## src/logic/gpt_map.vh

```
// constants of the dual-group timer/counter: register offsets, control
// fields, mode codes, pin indices and prescaler sizing.
// assumes inclusion by bare name from every design file of the block.
`ifndef GPT_MAP_VH
`define GPT_MAP_VH

// widths
`define TW 16
`define CTRL_W 19
`define PRE_W 10
`define NPIN 10
`define NTMR 5

// register byte offsets, one aligned word each
`define OFS_CORE 8'h00
`define OFS_LOW 8'h04
`define OFS_HIGH 8'h08
`define OFS_FCORE 8'h0C
`define OFS_FAUX 8'h10
`define OFS_CAPTURE_RELOAD_REG 8'h14
`define OFS_C_CORE 8'h18
`define OFS_C_LOW 8'h1C
`define OFS_C_HIGH 8'h20
`define OFS_C_FCORE 8'h24
`define OFS_C_FAUX 8'h28
`define OFS_STATUS 8'h2C

// control word fields, same layout for all five timers
`define F_MODE_LO 0
`define F_MODE_HI 2
`define F_RUN 3
`define F_DIR 4
`define F_DIREXT 5
`define F_PRE_LO 6
`define F_PRE_HI 8
`define F_ESEL_LO 9
`define F_ESEL_HI 10
`define F_TLREL 11
`define F_TLSEL 12
`define F_TOUT 13
`define F_CLR 14
`define F_CAPTURE_RELOAD_REG 15
`define F_CSRC_LO 16
`define F_CSRC_HI 17
`define F_GATELO 18
`define CTRL_RST 19'h0_0000

// operating modes
`define M_TIMER 3'h0
`define M_GATED 3'h1
`define M_COUNT 3'h2
`define M_INCR 3'h3
`define M_RELOAD 3'h4
`define M_CAPT 3'h5
`define M_CONCAT 3'h6

// capture source select of the capture/reload register
`define CS_CAPTURE_INPUT_PIN 2'h0
`define CS_CORE_IN 2'h1
`define CS_CORE_DIR 2'h2

// status word: sticky wrap flags at bits 4..0, latch states above
`define ST_CORE_TL 5
`define ST_FAST_TL 6

// pin indices in the synchroniser vector
`define P_CORE_IN 0
`define P_CORE_DIR 1
`define P_LOW_IN 2
`define P_LOW_DIR 3
`define P_HIGH_IN 4
`define P_HIGH_DIR 5
`define P_FCORE_IN 6
`define P_FCORE_DIR 7
`define P_FAUX_IN 8
`define P_CAPTURE_INPUT_PIN 9

// timer indices for event and status bits
`define I_CORE 0
`define I_LOW 1
`define I_HIGH 2
`define I_FCORE 3
`define I_FAUX 4

// finest resolution as log2 of system clock cycles
`define BASE_LOG_G1 2
`define BASE_LOG_G2 1

`define ZERO16 16'h0000
`define ALL1_16 16'hFFFF
`define ZERO32 32'h0000_0000

`endif

```

## src/logic/gpt_unit.v

```verilog
// dual-group timer/counter unit with an APB register slave.
// assumes an APB3 master on clk_i and asynchronous port pins.
//
// Implementation choices: the APB register port and the address map.
`timescale 1ns/1ps
`include "gpt_map.vh"

module gpt_unit (
  // clock and reset
  input wire clk_i,
  input wire rst_n_i,
  // apb slave
  input wire psel_i,
  input wire penable_i,
  input wire pwrite_i,
  input wire [7:0] paddr_i,
  input wire [31:0] pwdata_i,
  output reg [31:0] prdata_o,
  output reg pready_o,
  output reg pslverr_o,
  // first group pins
  input wire core_count_i,
  input wire core_dir_i,
  input wire aux_low_in_i,
  input wire aux_low_dir_i,
  input wire aux_high_in_i,
  input wire aux_high_dir_i,
  // second group pins
  input wire fast_core_in_i,
  input wire fast_core_dir_i,
  input wire fast_aux_in_i,
  input wire capture_in_i,
  // outputs
  output reg core_toggle_o,
  output reg fast_toggle_o,
  output reg compare_clk_o,
  output reg [`NTMR-1:0] tmr_event_o
);

  // edge select hit: bit 0 rising, bit 1 falling
  function edge_hit;
    input r;
    input f;
    input [1:0] sel;
    begin
      edge_hit = (r & sel[0]) | (f & sel[1]);
    end
  endfunction

  // event step for the modes that do not use the prescaler
  function step_evt;
    input [`CTRL_W-1:0] c;
    input in_r;
    input in_f;
    input tl_r;
    input tl_f;
    input quad;
    reg [2:0] m;
    begin
      m = c[`F_MODE_HI:`F_MODE_LO];
      if (m == `M_COUNT) begin
        step_evt = edge_hit(in_r, in_f, c[`F_ESEL_HI:`F_ESEL_LO]);
      end else if (m == `M_INCR) begin
        step_evt = quad;
      end else if (m == `M_CONCAT) begin
        step_evt = edge_hit(tl_r, tl_f, c[`F_ESEL_HI:`F_ESEL_LO]);
      end else begin
        step_evt = 1'b0;
      end
    end
  endfunction

  // count direction, 1 means down
  function dir_down;
    input [`CTRL_W-1:0] c;
    input lvl;
    input q_up;
    begin
      if (c[`F_MODE_HI:`F_MODE_LO] == `M_INCR) begin
        dir_down = ~q_up ^ c[`F_DIR];
      end else if (c[`F_DIREXT]) begin
        dir_down = lvl ^ c[`F_DIR];
      end else begin
        dir_down = c[`F_DIR];
      end
    end
  endfunction

  // quadrature direction: A leads B means up
  function quad_up;
    input a;
    input b;
    input a_edge;
    begin
      quad_up = a_edge ? (a != b) : (a == b);
    end
  endfunction

  // prescaler modes, also giving the run qualifier
  function uses_presc;
    input [`CTRL_W-1:0] c;
    begin
      uses_presc = (c[`F_MODE_HI:`F_MODE_LO] == `M_TIMER) |
                   (c[`F_MODE_HI:`F_MODE_LO] == `M_GATED);
    end
  endfunction

  function runs;
    input [`CTRL_W-1:0] c;
    begin
      runs = c[`F_RUN] & (c[`F_MODE_HI:`F_MODE_LO] != `M_RELOAD) &
             (c[`F_MODE_HI:`F_MODE_LO] != `M_CAPT);
    end
  endfunction

  function gate_ok;
    input [`CTRL_W-1:0] c;
    input lvl;
    begin
      gate_ok = (c[`F_MODE_HI:`F_MODE_LO] != `M_GATED) |
                (lvl ^ c[`F_GATELO]);
    end
  endfunction

  reg [`NPIN-1:0] sync1_q, sync2_q, prev_q;
  reg [`CTRL_W-1:0] c_core_q, c_low_q, c_high_q, c_fcore_q, c_faux_q;
  reg [`TW-1:0] capture_reload_reg_q;
  reg [`NTMR-1:0] sticky_q;
  reg core_tl_q, fast_tl_q;
  reg [31:0] rd_data;
  reg rd_err;
  wire [`NPIN-1:0] pin_raw, rise, fall;
  wire [`TW-1:0] v_core, v_low, v_high, v_fcore, v_faux;
  wire [`NTMR-1:0] ovf, unf, wrap;
  wire acc, wr, wr_ok;

  assign pin_raw = {capture_in_i, fast_aux_in_i, fast_core_dir_i,
                    fast_core_in_i, aux_high_dir_i, aux_high_in_i,
                    aux_low_dir_i, aux_low_in_i, core_dir_i, core_count_i};

  // two-flop synchronisers; edges only look at the second stage
  always @(posedge clk_i or negedge rst_n_i) begin
    if (!rst_n_i) begin
      sync1_q <= {`NPIN{1'b0}};
      sync2_q <= {`NPIN{1'b0}};
      prev_q <= {`NPIN{1'b0}};
    end else begin
      sync1_q <= pin_raw;
      sync2_q <= sync1_q;
      prev_q <= sync2_q;
    end
  end

  // pulses shorter than one clock may vanish here
  assign rise = sync2_q & ~prev_q;
  assign fall = ~sync2_q & prev_q;
  assign wrap = ovf | unf;

  // apb: one wait state, write lands on the edge that samples pready
  assign acc = psel_i & penable_i;
  assign wr = acc & pready_o & pwrite_i;
  assign wr_ok = wr & ~rd_err;

  // toggle latch transitions, seen one cycle ahead of the flip
  wire core_tl_r = wrap[`I_CORE] & ~core_tl_q;
  wire core_tl_f = wrap[`I_CORE] & core_tl_q;
  wire fast_tl_r = wrap[`I_FCORE] & ~fast_tl_q;
  wire fast_tl_f = wrap[`I_FCORE] & fast_tl_q;

  // encoder edges for each first-group timer
  wire a_c = rise[`P_CORE_IN] | fall[`P_CORE_IN];
  wire b_c = rise[`P_CORE_DIR] | fall[`P_CORE_DIR];
  wire a_l = rise[`P_LOW_IN] | fall[`P_LOW_IN];
  wire b_l = rise[`P_LOW_DIR] | fall[`P_LOW_DIR];
  wire a_h = rise[`P_HIGH_IN] | fall[`P_HIGH_IN];
  wire b_h = rise[`P_HIGH_DIR] | fall[`P_HIGH_DIR];
  wire up_c = quad_up(sync2_q[`P_CORE_IN], sync2_q[`P_CORE_DIR], a_c);
  wire up_l = quad_up(sync2_q[`P_LOW_IN], sync2_q[`P_LOW_DIR], a_l);
  wire up_h = quad_up(sync2_q[`P_HIGH_IN], sync2_q[`P_HIGH_DIR], a_h);

  // write strobes per value register and the status word
  wire w_core = wr_ok & (paddr_i == `OFS_CORE);
  wire w_low = wr_ok & (paddr_i == `OFS_LOW);
  wire w_high = wr_ok & (paddr_i == `OFS_HIGH);
  wire w_fcore = wr_ok & (paddr_i == `OFS_FCORE);
  wire w_faux = wr_ok & (paddr_i == `OFS_FAUX);
  wire w_capture_reload_reg = wr_ok & (paddr_i == `OFS_CAPTURE_RELOAD_REG);
  wire w_status = wr_ok & (paddr_i == `OFS_STATUS);

  // capture and reload triggers of the auxiliary timers
  wire cap_low = (c_low_q[`F_MODE_HI:`F_MODE_LO] == `M_CAPT) &
    edge_hit(rise[`P_LOW_IN], fall[`P_LOW_IN],
             c_low_q[`F_ESEL_HI:`F_ESEL_LO]);
  wire cap_high = (c_high_q[`F_MODE_HI:`F_MODE_LO] == `M_CAPT) &
    edge_hit(rise[`P_HIGH_IN], fall[`P_HIGH_IN],
             c_high_q[`F_ESEL_HI:`F_ESEL_LO]);
  wire rel_low = (c_low_q[`F_MODE_HI:`F_MODE_LO] == `M_RELOAD) &
    (edge_hit(rise[`P_LOW_IN], fall[`P_LOW_IN],
              c_low_q[`F_ESEL_HI:`F_ESEL_LO]) |
     (c_low_q[`F_TLREL] &
      (c_low_q[`F_TLSEL] ? core_tl_f : core_tl_r)));
  wire rel_high = (c_high_q[`F_MODE_HI:`F_MODE_LO] == `M_RELOAD) &
    (edge_hit(rise[`P_HIGH_IN], fall[`P_HIGH_IN],
              c_high_q[`F_ESEL_HI:`F_ESEL_LO]) |
     (c_high_q[`F_TLREL] &
      (c_high_q[`F_TLSEL] ? core_tl_f : core_tl_r)));

  // capture/reload register trigger from the selected sources
  wire [1:0] csrc = c_faux_q[`F_CSRC_HI:`F_CSRC_LO];
  wire [1:0] fesel = c_faux_q[`F_ESEL_HI:`F_ESEL_LO];
  wire cap_pin = edge_hit(rise[`P_CAPTURE_INPUT_PIN], fall[`P_CAPTURE_INPUT_PIN], fesel);
  wire cap_cin = edge_hit(rise[`P_CORE_IN], fall[`P_CORE_IN], fesel);
  wire cap_cdir = edge_hit(rise[`P_CORE_DIR], fall[`P_CORE_DIR], fesel);
  wire cap_fast = (csrc == `CS_CAPTURE_INPUT_PIN) ? cap_pin :
                  (csrc == `CS_CORE_IN) ? cap_cin :
                  (csrc == `CS_CORE_DIR) ? cap_cdir :
                  (cap_cin | cap_cdir);
  wire rel_fcore = c_fcore_q[`F_CAPTURE_RELOAD_REG] & wrap[`I_FCORE];

  // reload into core: software first, then low, then high; with both
  // set to opposite latch edges they alternate and form the pwm
  wire ld_core = w_core | rel_low | rel_high;
  wire [`TW-1:0] lv_core = w_core ? pwdata_i[`TW-1:0] :
                           rel_low ? v_low : v_high;

  // core timer; every cell holds one 16-bit value
  tmr_cell #(.BASE_LOG(`BASE_LOG_G1)) u_core (
    .clk_i(clk_i),
    .rst_n_i(rst_n_i),
    .run_i(runs(c_core_q)),
    .use_presc_i(uses_presc(c_core_q)),
    .gate_i(gate_ok(c_core_q, sync2_q[`P_CORE_IN])),
    .evt_i(step_evt(c_core_q, rise[`P_CORE_IN], fall[`P_CORE_IN],
                    1'b0, 1'b0, a_c | b_c)),
    .down_i(dir_down(c_core_q, sync2_q[`P_CORE_DIR], up_c)),
    .presc_i(c_core_q[`F_PRE_HI:`F_PRE_LO]),
    .ld_i(ld_core),
    .ld_val_i(lv_core),
    .value_o(v_core),
    .ovf_o(ovf[`I_CORE]),
    .unf_o(unf[`I_CORE])
  );

  // low auxiliary timer; stops while capturing or reloading
  tmr_cell #(.BASE_LOG(`BASE_LOG_G1)) u_low (
    .clk_i(clk_i),
    .rst_n_i(rst_n_i),
    .run_i(runs(c_low_q)),
    .use_presc_i(uses_presc(c_low_q)),
    .gate_i(gate_ok(c_low_q, sync2_q[`P_LOW_IN])),
    .evt_i(step_evt(c_low_q, rise[`P_LOW_IN], fall[`P_LOW_IN],
                    core_tl_r, core_tl_f, a_l | b_l)),
    .down_i(dir_down(c_low_q, sync2_q[`P_LOW_DIR], up_l)),
    .presc_i(c_low_q[`F_PRE_HI:`F_PRE_LO]),
    .ld_i(w_low | cap_low),
    .ld_val_i(w_low ? pwdata_i[`TW-1:0] : v_core),
    .value_o(v_low),
    .ovf_o(ovf[`I_LOW]),
    .unf_o(unf[`I_LOW])
  );

  // high auxiliary timer, same structure as the low one
  tmr_cell #(.BASE_LOG(`BASE_LOG_G1)) u_high (
    .clk_i(clk_i),
    .rst_n_i(rst_n_i),
    .run_i(runs(c_high_q)),
    .use_presc_i(uses_presc(c_high_q)),
    .gate_i(gate_ok(c_high_q, sync2_q[`P_HIGH_IN])),
    .evt_i(step_evt(c_high_q, rise[`P_HIGH_IN], fall[`P_HIGH_IN],
                    core_tl_r, core_tl_f, a_h | b_h)),
    .down_i(dir_down(c_high_q, sync2_q[`P_HIGH_DIR], up_h)),
    .presc_i(c_high_q[`F_PRE_HI:`F_PRE_LO]),
    .ld_i(w_high | cap_high),
    .ld_val_i(w_high ? pwdata_i[`TW-1:0] : v_core),
    .value_o(v_high),
    .ovf_o(ovf[`I_HIGH]),
    .unf_o(unf[`I_HIGH])
  );

  // fast core timer; prescaled or external clock only
  tmr_cell #(.BASE_LOG(`BASE_LOG_G2)) u_fcore (
    .clk_i(clk_i),
    .rst_n_i(rst_n_i),
    .run_i(runs(c_fcore_q)),
    .use_presc_i(uses_presc(c_fcore_q)),
    .gate_i(gate_ok(c_fcore_q, sync2_q[`P_FCORE_IN])),
    .evt_i(step_evt(c_fcore_q, rise[`P_FCORE_IN], fall[`P_FCORE_IN],
                    1'b0, 1'b0, 1'b0)),
    .down_i(dir_down(c_fcore_q, sync2_q[`P_FCORE_DIR], 1'b1)),
    .presc_i(c_fcore_q[`F_PRE_HI:`F_PRE_LO]),
    .ld_i(w_fcore | rel_fcore),
    .ld_val_i(w_fcore ? pwdata_i[`TW-1:0] : capture_reload_reg_q),
    .value_o(v_fcore),
    .ovf_o(ovf[`I_FCORE]),
    .unf_o(unf[`I_FCORE])
  );

  // fast aux timer; a capture with clear set zeroes it
  tmr_cell #(.BASE_LOG(`BASE_LOG_G2)) u_faux (
    .clk_i(clk_i),
    .rst_n_i(rst_n_i),
    .run_i(runs(c_faux_q)),
    .use_presc_i(uses_presc(c_faux_q)),
    .gate_i(gate_ok(c_faux_q, sync2_q[`P_FAUX_IN])),
    .evt_i(step_evt(c_faux_q, rise[`P_FAUX_IN], fall[`P_FAUX_IN],
                    fast_tl_r, fast_tl_f, 1'b0)),
    .down_i(c_faux_q[`F_DIR]),
    .presc_i(c_faux_q[`F_PRE_HI:`F_PRE_LO]),
    .ld_i(w_faux | (cap_fast & c_faux_q[`F_CLR])),
    .ld_val_i(w_faux ? pwdata_i[`TW-1:0] : `ZERO16),
    .value_o(v_faux),
    .ovf_o(ovf[`I_FAUX]),
    .unf_o(unf[`I_FAUX])
  );

  // control words, capture register and toggle latches
  always @(posedge clk_i or negedge rst_n_i) begin
    if (!rst_n_i) begin
      c_core_q <= `CTRL_RST;
      c_low_q <= `CTRL_RST;
      c_high_q <= `CTRL_RST;
      c_fcore_q <= `CTRL_RST;
      c_faux_q <= `CTRL_RST;
      capture_reload_reg_q <= `ZERO16;
      core_tl_q <= 1'b0;
      fast_tl_q <= 1'b0;
    end else begin
      if (wr_ok && paddr_i == `OFS_C_CORE) begin
        c_core_q <= pwdata_i[`CTRL_W-1:0];
      end
      if (wr_ok && paddr_i == `OFS_C_LOW) begin
        c_low_q <= pwdata_i[`CTRL_W-1:0];
      end
      if (wr_ok && paddr_i == `OFS_C_HIGH) begin
        c_high_q <= pwdata_i[`CTRL_W-1:0];
      end
      if (wr_ok && paddr_i == `OFS_C_FCORE) begin
        c_fcore_q <= pwdata_i[`CTRL_W-1:0];
      end
      if (wr_ok && paddr_i == `OFS_C_FAUX) begin
        c_faux_q <= pwdata_i[`CTRL_W-1:0];
      end
      // a hardware capture beats a software write in the same cycle
      if (cap_fast) begin
        capture_reload_reg_q <= v_faux;
      end else if (w_capture_reload_reg) begin
        capture_reload_reg_q <= pwdata_i[`TW-1:0];
      end
      core_tl_q <= core_tl_q ^ wrap[`I_CORE];
      fast_tl_q <= fast_tl_q ^ wrap[`I_FCORE];
    end
  end

  // sticky wrap flags, write one to clear; a new wrap wins
  always @(posedge clk_i or negedge rst_n_i) begin
    if (!rst_n_i) begin
      sticky_q <= {`NTMR{1'b0}};
    end else begin
      sticky_q <= wrap |
        (sticky_q & ~(w_status ? pwdata_i[`NTMR-1:0] : {`NTMR{1'b0}}));
    end
  end

  // read decode; unmapped addresses answer zero with an error
  always @* begin
    rd_data = `ZERO32;
    rd_err = 1'b0;
    if (paddr_i == `OFS_CORE) begin
      rd_data[`TW-1:0] = v_core;
    end else if (paddr_i == `OFS_LOW) begin
      rd_data[`TW-1:0] = v_low;
    end else if (paddr_i == `OFS_HIGH) begin
      rd_data[`TW-1:0] = v_high;
    end else if (paddr_i == `OFS_FCORE) begin
      rd_data[`TW-1:0] = v_fcore;
    end else if (paddr_i == `OFS_FAUX) begin
      rd_data[`TW-1:0] = v_faux;
    end else if (paddr_i == `OFS_CAPTURE_RELOAD_REG) begin
      rd_data[`TW-1:0] = capture_reload_reg_q;
    end else if (paddr_i == `OFS_C_CORE) begin
      rd_data[`CTRL_W-1:0] = c_core_q;
    end else if (paddr_i == `OFS_C_LOW) begin
      rd_data[`CTRL_W-1:0] = c_low_q;
    end else if (paddr_i == `OFS_C_HIGH) begin
      rd_data[`CTRL_W-1:0] = c_high_q;
    end else if (paddr_i == `OFS_C_FCORE) begin
      rd_data[`CTRL_W-1:0] = c_fcore_q;
    end else if (paddr_i == `OFS_C_FAUX) begin
      rd_data[`CTRL_W-1:0] = c_faux_q;
    end else if (paddr_i == `OFS_STATUS) begin
      rd_data[`NTMR-1:0] = sticky_q;
      rd_data[`ST_CORE_TL] = core_tl_q;
      rd_data[`ST_FAST_TL] = fast_tl_q;
    end else begin
      rd_err = 1'b1;
    end
  end

  // apb answer: pready rises one cycle into the access phase
  always @(posedge clk_i or negedge rst_n_i) begin
    if (!rst_n_i) begin
      pready_o <= 1'b0;
      pslverr_o <= 1'b0;
      prdata_o <= `ZERO32;
    end else begin
      pready_o <= acc & ~pready_o;
      pslverr_o <= acc & ~pready_o & rd_err;
      if (acc && !pready_o && !pwrite_i) begin
        prdata_o <= rd_data;
      end
    end
  end

  // registered pin and event outputs
  always @(posedge clk_i or negedge rst_n_i) begin
    if (!rst_n_i) begin
      core_toggle_o <= 1'b0;
      fast_toggle_o <= 1'b0;
      compare_clk_o <= 1'b0;
      tmr_event_o <= {`NTMR{1'b0}};
    end else begin
      core_toggle_o <= core_tl_q & c_core_q[`F_TOUT];
      fast_toggle_o <= fast_tl_q & c_fcore_q[`F_TOUT];
      compare_clk_o <= wrap[`I_FCORE];
      tmr_event_o <= wrap;
    end
  end

endmodule // gpt_unit

```

## src/logic/tmr_cell.v

```verilog
// one 16-bit up/down timer with its own prescaler and wrap detection.
// assumes step, gate and direction arrive already synchronised to clk_i.
`timescale 1ns/1ps
`include "gpt_map.vh"

module tmr_cell #(
  parameter BASE_LOG = `BASE_LOG_G1
) (
  // clock and reset
  input wire clk_i,
  input wire rst_n_i,
  // count control
  input wire run_i,
  input wire use_presc_i,
  input wire gate_i,
  input wire evt_i,
  input wire down_i,
  input wire [2:0] presc_i,
  // parallel load
  input wire ld_i,
  input wire [`TW-1:0] ld_val_i,
  // state and wrap pulses
  output reg [`TW-1:0] value_o,
  output reg ovf_o,
  output reg unf_o
);

  reg [`PRE_W-1:0] pre_q;
  wire [`PRE_W-1:0] pre_lim;
  wire tick;
  wire step;

  // divide by 2^(base+presc); base sets the finest resolution
  assign pre_lim = {{(`PRE_W-1){1'b0}}, 1'b1} << (BASE_LOG + presc_i);
  assign tick = (pre_q == pre_lim - {{(`PRE_W-1){1'b0}}, 1'b1});
  assign step = run_i & (use_presc_i ? (tick & gate_i) : evt_i);

  // prescaler runs free while enabled so a gate never shifts its phase
  always @(posedge clk_i or negedge rst_n_i) begin
    if (!rst_n_i) begin
      pre_q <= {`PRE_W{1'b0}};
    end else if (!run_i || !use_presc_i || tick) begin
      pre_q <= {`PRE_W{1'b0}};
    end else begin
      pre_q <= pre_q + {{(`PRE_W-1){1'b0}}, 1'b1};
    end
  end

  // counter; a load beats a count step in the same cycle
  always @(posedge clk_i or negedge rst_n_i) begin
    if (!rst_n_i) begin
      value_o <= `ZERO16;
      ovf_o <= 1'b0;
      unf_o <= 1'b0;
    end else begin
      ovf_o <= 1'b0;
      unf_o <= 1'b0;
      if (ld_i) begin
        value_o <= ld_val_i;
      end else if (step) begin
        if (down_i) begin
          value_o <= value_o - 16'h0001;
          unf_o <= (value_o == `ZERO16);
        end else begin
          value_o <= value_o + 16'h0001;
          ovf_o <= (value_o == `ALL1_16);
        end
      end
    end
  end

endmodule // tmr_cell

```

## config.mk

```make
export PLATFORM = sky130hd
export DESIGN_NAME = gpt_unit
export DESIGN_NICKNAME = d
export VERILOG_FILES = /design/src/logic/gpt_unit.v /design/src/logic/tmr_cell.v
export VERILOG_INCLUDE_DIRS = /design/src /design/src/logic
export SDC_FILE = /design/constraint.sdc
export NUM_CORES = 1
export LEC_CHECK = 0
export ABC_AREA = 1
export BUFFER_PORTS_ARGS = -buffer_cell sky130_fd_sc_hd__buf_2
export CORE_UTILIZATION = 45
export CTS_BUF_LIST = sky130_fd_sc_hd__clkbuf_8 sky130_fd_sc_hd__clkbuf_16
export DETAILED_ROUTE_END_ITERATION = 7
export PLACE_DENSITY = 0.63
export SYNTH_ARGS = -nofsm -noshare
export SYNTH_HDL_FRONTEND = slang
export SYNTH_HIERARCHICAL = 1
export SYNTH_SLANG_ARGS = --single-unit
```

## constraint.sdc

```tcl
create_clock -name clk_i -period 4.3 [get_ports clk_i]
set_clock_uncertainty 0.1 [all_clocks]
set_input_delay 0.215 -clock clk_i [delete_from_list [all_inputs] [get_ports clk_i]]
set_output_delay 0.215 -clock clk_i [all_outputs]
set_load 0.02 [all_outputs]
```

# Yosys cells after proc, flatten, opt, wreduce, memory -nomap -nowiden
# Cells that the tools add are included.
[word_totals] in_bits=55 reg_bits=317 elab_cells=442
[classes] n_shift=5 n_addsub=25 n_reduce_logical=47 bitwise_logic=137 n_eq_ne=66 muxes=123
[op_table] cell="16-bit 2-to-1 mux" count=29
[op_table] cell="1-bit by 32-bit << shifter with 10-bit output, first input constant" count=5
[op_table] cell="16-bit by 1-bit adder with 16-bit output, second input constant" count=5
[op_table] cell="16-bit equality test, second input constant" count=5
[op_table] cell="16-bit zero test" count=5
[op_table] cell="16-bit by 1-bit subtractor with 16-bit output, second input constant" count=5
[op_table] cell="19-bit 2-to-1 mux" count=4
[op_table] cell="1-bit 2-to-1 mux" count=75
[op_table] cell="1-bit bitwise AND" count=69
[op_table] cell="10-bit by 1-bit adder with 10-bit output, second input constant" count=5
[op_table] cell="10-bit equality test" count=5
[op_table] cell="10-bit 2-to-1 mux" count=5
[op_table] cell="10-bit by 1-bit subtractor with 10-bit output, second input constant" count=5
[op_table] cell="1-bit OR" count=39
[op_table] cell="8-bit by 5-bit equality test with 1-bit output, second input constant" count=4
[op_table] cell="8-bit by 6-bit equality test with 1-bit output, second input constant" count=4
[op_table] cell="3-bit by 2-bit equality test with 1-bit output, second input constant" count=10
[op_table] cell="3-bit != test, second input constant" count=10
[op_table] cell="3-bit equality test, second input constant" count=7
[op_table] cell="10-bit bitwise AND" count=2
[op_table] cell="10-bit NOT" count=2
[op_table] cell="3-bit 2-to-1 mux" count=6
[op_table] cell="8-bit by 4-bit equality test with 1-bit output, second input constant" count=2
[op_table] cell="3-bit by 1-bit equality test with 1-bit output, second input constant" count=5
[op_table] cell="23 further kinds" count=90

# Logic depth before layout (Yosys ltp)
# Gate-level depths: netlist of the first run.
[depth] ltp_word=20 mapped_depth=19 depth_no_buf=19

# By module
# The synthesis of the first run kept the hierarchy.
[modules_own_cells] mod="gpt_unit" instances=1 area_each_um2=9985.8 cells_per_inst=1322
[modules_own_cells] mod="tmr_cell at u_core" instances=1 area_each_um2=2528.7 cells_per_inst=382
[modules_own_cells] mod="tmr_cell at u_high" instances=1 area_each_um2=2511.2 cells_per_inst=379
[modules_own_cells] mod="tmr_cell at u_low" instances=1 area_each_um2=2486.1 cells_per_inst=376
[modules_own_cells] mod="tmr_cell at u_faux" instances=1 area_each_um2=2449.8 cells_per_inst=366
[modules_own_cells] mod="tmr_cell at u_fcore" instances=1 area_each_um2=2444.8 cells_per_inst=366

# Least setup slack after synthesis of the first run
# Ideal clock, no wire load.
[synth_path] kind="register -> register" start="reg sync2_q[0]" end="reg u_core.value_o[8]" t_arrival_ns=3.635 path_slack_ns=0.449 path_stages_with_launch=20 required_ns=4.083 synth_period_minus_slack_ns=3.851 path_cell_list="dfrtp_1 > inv_1 > ha_1 > or2_2 > nand3_1 > nand2_1 > o21ai_0 > xor2_1 > inv_1 > fa_1 > o21ai_0 > nand2_1 > nand2_1 > nand3_1 > nand2_1 > nand2_1 > nand3_1 > nand2_1 > nand2_1 > nand2_1"
[synth_between] elab_chain_len=10 word_cells_on_any_way=25 cone_classes="2 x eq/ne; 8 x mux; 14 x bitwise; 1 x reduce/logical"
[synth_rtl] item="start, declared" line_no="gpt_unit.v:125" source="reg [`NPIN-1:0] sync1_q, sync2_q, prev_q;"
[synth_rtl] item="start signal, assigned" line_no="gpt_unit.v:145" source="sync2_q <= {`NPIN{1'b0}};"
[synth_rtl] item="start signal, assigned" line_no="gpt_unit.v:149" source="sync2_q <= sync1_q;"
[synth_rtl] item="10-bit NOT" line_no="gpt_unit.v:156" source="assign fall = ~sync2_q & prev_q;"
[synth_rtl] item="10-bit bitwise AND" line_no="gpt_unit.v:156"
[synth_rtl] item="1-bit OR" line_no="gpt_unit.v:171" source="wire a_c = rise[`P_CORE_IN] | fall[`P_CORE_IN];"
[synth_rtl] item="1-bit 2-to-1 mux" line_no="gpt_unit.v:95" source="quad_up = a_edge ? (a != b) : (a == b);"
[synth_rtl] item="1-bit NOT" line_no="gpt_unit.v:80" source="dir_down = ~q_up ^ c[`F_DIR];"
[synth_rtl] item="1-bit bitwise XOR" line_no="gpt_unit.v:80"
[synth_rtl] item="1-bit 2-to-1 mux" line_no="gpt_unit.v:79" source="if (c[`F_MODE_HI:`F_MODE_LO] == `M_INCR) begin"
[synth_rtl] item="16-bit 2-to-1 mux" line_no="tmr_cell.v:61" source="if (down_i) begin"
[synth_rtl] item="16-bit 2-to-1 mux" line_no="tmr_cell.v:60" source="end else if (step) begin"
[synth_rtl] item="16-bit 2-to-1 mux" line_no="tmr_cell.v:58" source="if (ld_i) begin"
[synth_rtl] item="end signal, assigned" line_no="tmr_cell.v:59" source="value_o <= ld_val_i;"
[synth_rtl] item="end signal, assigned" line_no="tmr_cell.v:62" source="value_o <= value_o - 16'h0001;"
[synth_rtl] item="end signal, assigned" line_no="tmr_cell.v:65" source="value_o <= value_o + 16'h0001;"
[synth_rtl] item="end, declared" line_no="tmr_cell.v:23" source="output reg [`TW-1:0] value_o,"
# Several ways; a longest one is shown, not always the timed one. The select of a mux whose other input is x is not followed.
# A chain may end at the register's enable or synchronous reset.

# Final worst setup path of the first run
[layout_path] start="reg sync2_q[4]" end="reg u_high.value_o[10]"
[layout_between] elab_chain_len=10 word_cells_on_any_way=27 cone_classes="2 x eq/ne; 8 x mux; 16 x bitwise; 1 x reduce/logical"
[layout_rtl] item="10-bit NOT" line_no="gpt_unit.v:156"
[layout_rtl] item="10-bit bitwise AND" line_no="gpt_unit.v:156"
[layout_rtl] item="1-bit OR" line_no="gpt_unit.v:175" source="wire a_h = rise[`P_HIGH_IN] | fall[`P_HIGH_IN];"
[layout_rtl] item="1-bit 2-to-1 mux" line_no="gpt_unit.v:95"
[layout_rtl] item="1-bit NOT" line_no="gpt_unit.v:80"
[layout_rtl] item="1-bit bitwise XOR" line_no="gpt_unit.v:80"
[layout_rtl] item="1-bit 2-to-1 mux" line_no="gpt_unit.v:79"
[layout_rtl] item="16-bit 2-to-1 mux" line_no="tmr_cell.v:61"
[layout_rtl] item="16-bit 2-to-1 mux" line_no="tmr_cell.v:60"
[layout_rtl] item="16-bit 2-to-1 mux" line_no="tmr_cell.v:58"
[layout_rtl] item="end signal, assigned" line_no="tmr_cell.v:59"
[layout_rtl] item="end signal, assigned" line_no="tmr_cell.v:62"
[layout_rtl] item="end signal, assigned" line_no="tmr_cell.v:65"
[layout_rtl] item="end, declared" line_no="tmr_cell.v:23"
# Several ways; a longest one is shown, not always the timed one. The select of a mux whose other input is x is not followed.

==> flow_summary.ini, run 1 <==
[critical_path]
path_depth = 17
cp.required_ns = 4.65
cpPeakStageDelay_ns = 0.51
critical_path.max_fanout = 15
worstPathCellList = inv_1 > ha_1 > xnor2_1 > nand3_1 > o21ai_0 > nor2_1 > xor2_1 > buf_4 > ha_1 > a21oi_1 > o21ai_0 > nand3b_1 > or2_2 > nand3_1 > nand2_1 > nand2_1 > nand2_1
path_buf_inv = 2
startpoint = sync2_q[4]$_DFF_PN0_
rr_startpoint = sync2_q[4]$_DFF_PN0_
critPathKind = reg2reg
cp_common_cell = nand2_1
cp_data_arrival_time_ns = 4.29
critical_path.slowest_cell = xor2_1
crit_path_end_kind = register
cp-start-kind = register
reg2reg_depth = 17
crit_family = simple AND/OR/NAND/NOR gates

[timing]
layout_min_cycle_time_ns = 3.94
finalSetupViolCount = 0
final.setup.tns_ns = 0
hold_violations = 0
final_max_slew_viol_count = 0
fmax_mhz = 254
tightest_slew_ns = 1.20
finalCritPeriodShare_pct = 91.6
relSlewSlack_pct = 19.9
rsz0062_at_grt = no

[finish]
diodes = 0
final_nets = 3429
final_util_pct = 50.8
area_growth_pct = 11.2
drive_above_1_share_pct = 8.69

[logic_synthesis]
ys_types = 58
synth_area_leaders = dfrtp_1, nand2_1, nand3_1
synthesis.area_um2 = 22400
yosys_warnings = 6
synth-edff-count = 0
yosysSeqAreaShare_pct = 35.2
synth-seq-cells = 315
async_flop_share_pct = 100
synth.avg_cell_area_um2 = 7.02
synth_largest_area_cell = dfrtp_1
syn_inst = 3191
ys_dominant_reg_cell = dfrtp_1
synth_top_area_share_pct = 35.2

[worst_hold_path]
hold_depth = 5
hp-class = in2reg
min_from = pwrite_i

[grt]
grt_first_pass_wirelength_mm = 118
overflow = 0
grt_pass1_vias = 20799
grt_usage_pct = 30.2
antenna_found_initial = 0
grt_max_degree = 126

[cts]
cts_resized = 0
htree_levels = 2
cts_tree = yes
clock_latency_ns = 0.59
cts_num_sinks = 315
cts_setup_buffers = 0
cts_buffers = 40
clock_path_buffers = 3
ctsRootBufferMaster = clkbuf_16
ctsHoldBuffers = 32
clkTransAtPathRegs_ns = 0.06

[floorplanning]
coreArea_um2 = 49100
ioPinCount = 97
fp.dieW_um = 225
die_h_um = 225
start_util_pct = 45.7
die_area_um2 = 50700
std_cell_rows = 81

[place]
io_buffer_count = 70
place_hpwl_mm = 56.0
finalWeightedCongestion = 0.947

[run]
drv_cap = 0

[power]
leakage_nw = 12.2
max-vdd-ir-drop_uv = 304
power.density_nw_per_um2 = 288

[detailed_routing]
ant_nets = 0
viasPerCell = 5.58
drc = 0
firstDrtPassIters = 8
drt-initial-drc-count = 1998
wl_per_cell_um = 19.2
vias = 22094
wirelength_mm = 75.9

[outcome]
status = finished, final reports clean
## stage by stage
step	power [mW]	worst slack, ns	instance area (um^2)	hold slack, ns	instances
detailed placement	3.78	0.483	23300	0.224	3855
global route	7.42	0.0514	24900	0.0903	3957
global placement	3.77	0.526	23300	0.223	3855
CTS	7.23	0.428	24900	0.0401	3957
floorplan	3.50	0.449	22500	-0.181	3203
finish	7.18	0.359	24900	0.0462	3957
## synthesized netlist by cell type, drive strengths merged (5+ instances only)
master / instances
dfrtp: 315
ha: 104
xor2: 33
a21oi: 129
mux2: 6
nor3b: 16
xnor2: 33
o211ai: 20
o22ai: 19
nand3b: 20
o21ai: 258
nand2: 964
nor2: 264
nand4: 93
clkbuf: 39
buf: 75
nor3: 51
nand3: 284
o21a: 40
nor4: 21
fa: 5
a21boi: 5
or2: 34
inv: 330
a21o: 5
## path summary, 6_finish.rpt
path	end	slack, ns
max	u_high/value_o[10]$_DFFE_PN0P_	0.36
min	prdata_o[2]$_DFFE_PN0P_	0.05
max reg2reg	u_high/value_o[10]$_DFFE_PN0P_	0.36
min reg2reg	sync2_q[1]$_DFF_PN0_	0.25
max in group asynchronous	u_high/value_o[11]$_DFFE_PN0P_	2.76
min in group asynchronous	u_high/pre_q[1]$_DFF_PN0_	0.21
## cell usage in the layout, fill, tap and decap left out, types with 19 or more instances in the layout
cell | Yosys | routed
or2_2 | 32 | 32
nor3_1 | 44 | 43
nand4_1 | 92 | 92
o211ai_1 | 20 | 20
xnor2_1 | 33 | 33
nand2_1 | 931 | 931
nand3_1 | 280 | 280
xor2_1 | 33 | 33
inv_1 | 311 | 323
dlygate4sd3_1 | 0 | 32
o21ai_0 | 253 | 252
nor2_1 | 246 | 246
a21oi_1 | 129 | 129
buf_2 | 41 | 69
ha_1 | 104 | 104
buf_4 | 24 | 30
dfrtp_1 | 315 | 315
nor4_1 | 21 | 21
inv_2 | 19 | 19
o21a_1 | 40 | 40
clkbuf_16 | 0 | 41
nand3b_1 | 20 | 20
nand2_2 | 21 | 21
o22ai_1 | 19 | 19
## cell families (layout without fill, tap and decap cells)
logic type      after synthesis  in the layout  synth area share, %
fa+ha+maj                   109            109                 6.25
flops                       315            315                 35.2
compound gates              492            492                 12.1
buf+inv                     448            538                 8.38
mux                           6              6                0.302
other cells                   3             15               0.0503
xor+xnor                     66             66                 2.58
simple gates               1752           1752                 35.1
## where the power goes
| group | internal [mW] | switching (mW) | leakage, nW |
|---|---|---|---|
| logic | 0.201 | 0.465 | 7.73 |
| registers | 3.03 | 0.0597 | 3.81 |
| clock network | 2.02 | 1.40 | 0.694 |
| total | 5.25 | 1.92 | 12.2 |
## state kept, by name (all words and copies together) (netlist names), 5 cells and up
name,count
c_core_q,19
c_faux_q,19
c_fcore_q,19
c_high_q,19
c_low_q,19
capture_reload_reg_q,16
prdata_o,19
prev_q,9
sticky_q,5
sync1_q,10
sync2_q,10
tmr_event_o,5
u_core/pre_q,10
u_core/value_o,16
u_faux/pre_q,10
u_faux/value_o,16
u_fcore/pre_q,10
u_fcore/value_o,16
u_high/pre_q,10
u_high/value_o,16
u_low/pre_q,10
u_low/value_o,16
## worst reg2reg max path, stage by stage (launching register included)
cell	delay, ns
dfrtp_1	0.45
inv_1	0.09
ha_1	0.32
xnor2_1	0.15
nand3_1	0.09
o21ai_0	0.08
nor2_1	0.18
xor2_1	0.51
buf_4	0.34
ha_1	0.33
a21oi_1	0.27
o21ai_0	0.15
nand3b_1	0.20
or2_2	0.28
nand3_1	0.10
nand2_1	0.07
nand2_1	0.07
nand2_1	0.06
## area by class of cell
type                    instances  area, um^2
fillers                      4960       24100
multi-input cells            2440       12700
flip-flops and latches        315        7880
inverters                     334        1250
clock buffers                  47        1110
repair buffers                134         946
well taps                     664         831
clock inverters                23         208
## per-layer routing
metal,vias up,share of wire [%],global-route usage (%)
met4,0,5.8,16.1
met5,-,0,0
met1,10359,42,39.4
li1,10627,-,-
met3,217,7.9,5.78
met2,891,44,47.3
(Power assumes the default switching activity.)
==> run 2: changes to the inputs <==
- ABC_AREA: 1 -> unset
==> run 2 against run 1 <==
  * Die area is 1.7% lower
  * Count of clock-buffer cells in the layout is 7 higher
  * Register-to-register slack worse by 0.08 ns
  * Sequential share of layout area is 0.64 points higher
  * Synthesized cell count is 26% lower
  * Clock power hardly changed
  * Cell count is 23% lower
  * Critical path depth stayed put
  * Via count is 14% lower
  * Total power is 4.1% lower
  * Critical endpoint is now u_core/value_o[12]$_DFFE_PN0P_
  * Highest routed layer is now met5
==> flow_summary.ini, run 2 <==
[place]
place_hpwl_mm = 52.6
finalWeightedCongestion = 0.984
place_inst = 2954
post_dp_cell_area_um2 = 22900
io_buffer_count = 70

[critical_path]
crit_path_end_kind = register
critical_path.max_fanout = 15
cp_data_arrival_time_ns = 4.39
cp-start-kind = register
cpPeakStageDelay_ns = 0.47
reg2reg_depth = 17
path_buf_inv = 3
r2r_slack_ns = 0.28
critical_path.slowest_cell = fa_1
crit_family = compound AO/OA/AOI/OAI gates
cp.required_ns = 4.67
rr_startpoint = sync2_q[0]$_DFF_PN0_
regToRegEndpoint = u_core/value_o[12]$_DFFE_PN0P_
critPathKind = reg2reg
worstPathCellList = inv_1 > ha_1 > xnor2_1 > nand2_1 > o21ai_0 > xor2_1 > buf_4 > inv_1 > fa_1 > nor2b_1 > o21ai_1 > a21boi_1 > o21bai_1 > a311oi_2 > xor2_1 > mux2i_1 > o21ai_1

[finish]
fin_cells = 3041
layout_common_cells = dfrtp_1, nand2_1, nor2_1
drive_above_1_share_pct = 16.0
postLayoutCellArea_um2 = 24400
final_nets = 2561
final.fill_count = 4401
mostFrequentLayoutCell = dfrtp_1
area_growth_pct = 10.9

[timing]
relSlewSlack_pct = 33.6
finalSetupViolCount = 0
finalCritPeriodShare_pct = 93.4
hold_violations = 0
tightest_slew_ns = 0.996
fmax_mhz = 249
layout_min_cycle_time_ns = 4.02
final_max_slew_viol_count = 0
final.setup.tns_ns = 0
holdWs_ns = 0.0367
rsz0062_at_grt = no

[floorplanning]
die_h_um = 223
start_util_pct = 45.8
fp.dieW_um = 223
coreArea_um2 = 48000
die_area_um2 = 49800
std_cell_rows = 80
ioPinCount = 97

[grt]
grt_first_pass_wirelength_mm = 111
overflow = 0
grt_usage_pct = 29.1
grt_pass1_vias = 18214
antenna_found_initial = 4
grt_max_degree = 116

[worst_hold_path]
hp-class = in2reg
min_from = pwdata_i[2]
hold_depth = 3
min_to = sticky_q[2]$_DFF_PN0_

[logic_synthesis]
ys_dominant_reg_cell = dfrtp_1
synth_commonest_cells = dfrtp_1, nand2_1, nor2_1
synth_largest_area_cell = dfrtp_1
yosysSeqAreaShare_pct = 35.8
ys_types = 105
syn_inst = 2350
synth-seq-cells = 315
synth_area_leaders = dfrtp_1, mux2_2, ha_1
yosys_warnings = 6
async_flop_share_pct = 100
synth-edff-count = 0
yosysMostFrequentCell = dfrtp_1
synthesis.area_um2 = 22000
synth_top_area_share_pct = 35.8
synth.avg_cell_area_um2 = 9.37

[power]
power.density_nw_per_um2 = 282
max-vdd-ir-drop_uv = 261
leakage_nw = 10.4

[detailed_routing]
ant_nets = 0
drt-initial-drc-count = 1928
firstDrtPassIters = 5
vias = 18996
wirelength_mm = 72.6
wl_per_cell_um = 23.9
viasPerCell = 6.25
drc = 0

[cts]
clkTransAtPathRegs_ns = 0.06
clock_path_buffers = 3
cts_buffers = 40
cts_num_sinks = 315
htree_levels = 2
ctsRootBufferMaster = clkbuf_16
cts_setup_buffers = 0
cts_tree = yes
clock_latency_ns = 0.58

[run]
drv_cap = 0

[outcome]
status = finished, final reports clean
-- run 2: what timing repair did --
action | in CTS | in global routing
hold buffers | 16 | 0
endpoints found under the hold margin | 138 | 0
endpoints found under the setup margin | 0 | 4
resized for setup | 0 | 6
-- run 2: worst max path at each step --
stage	start	endpoint	slack [ns]	depth (start not counted)
finish	sync2_q[0]$_DFF_PN0_	u_core/value_o[12]$_DFFE_PN0P_	0.28	17
global route	sync2_q[2]$_DFF_PN0_	u_low/value_o[10]$_DFFE_PN0P_	0.004	16
CTS	sync2_q[0]$_DFF_PN0_	u_core/value_o[12]$_DFFE_PN0P_	0.23	17
detailed placement	sync2_q[0]$_DFF_PN0_	u_core/value_o[12]$_DFFE_PN0P_	0.31	17
global placement	sync2_q[2]$_DFF_PN0_	u_low/value_o[15]$_DFFE_PN0P_	0.34	16
floorplan	sync2_q[2]$_DFF_PN0_	u_low/value_o[14]$_DFFE_PN0P_	0.12	16
-- run 2: layer usage --
layer	track usage, %	vias up	share of wire [%]
met5	0	-	0.058
met4	11.7	6	4.0
met3	4.77	180	7.5
met2	44.8	803	44
met1	40.7	9347	44
li1	-	8660	-
-- run 2: kinds of logic after synthesis --
family | Yosys count | synth area share, %
AOI/OAI and AO/OA | 553 | 17.0
xor gates and xnor gates | 149 | 6.01
adders and majority gates | 109 | 6.36
buffers and inverters | 212 | 4.61
DFF | 315 | 35.8
muxes | 245 | 12.2
other | 3 | 0.0511
and+or+nand+nor | 764 | 18.0
-- run 2: area by class of cell --
cell class | instances | area, um^2 | area share, %
multi-input combinational | 1835 | 13300 | 54.3
timing repair buffer | 134 | 921 | 3.77
sequential | 315 | 7880 | 32.3
tap | 615 | 769 | 3.15
inverter | 71 | 267 | 1.09
antenna | 1 | 2.50 | 0.0102
clock inverter | 16 | 115 | 0.471
clock buffer | 54 | 1220 | 4.98
-- run 2: metrics by stage --
stage	total power, mW	setup slack [ns]	utilization [%]
finish	6.88	0.284	50.8
detailed placement	3.52	0.308	47.7
global route	7.07	0.00440	50.8
floorplan	3.29	0.117	-
CTS	6.92	0.226	50.8
global placement	3.52	0.344	47.7
-- run 2: worst reg2reg max path: cells and delay by family (launching register included) --
family | cells | cell delay (ns)
AO/OA/AOI/OAI | 6 | 1.25
adder cells (fa/ha/maj) | 2 | 0.79
multiplexers | 1 | 0.09
AND/OR/NAND/NOR | 2 | 0.25
flip-flops | 1 | 0.43
XOR/XNOR | 3 | 0.51
buffers and inverters | 3 | 0.48
-- run 2: power breakdown --
group	total [mW]	switching (mW)	internal, mW	leakage [nW]
clock	3.39	1.36	2.03	0.685
sequential	3.05	0.0456	3.00	3.95
combinational	0.441	0.311	0.130	5.77
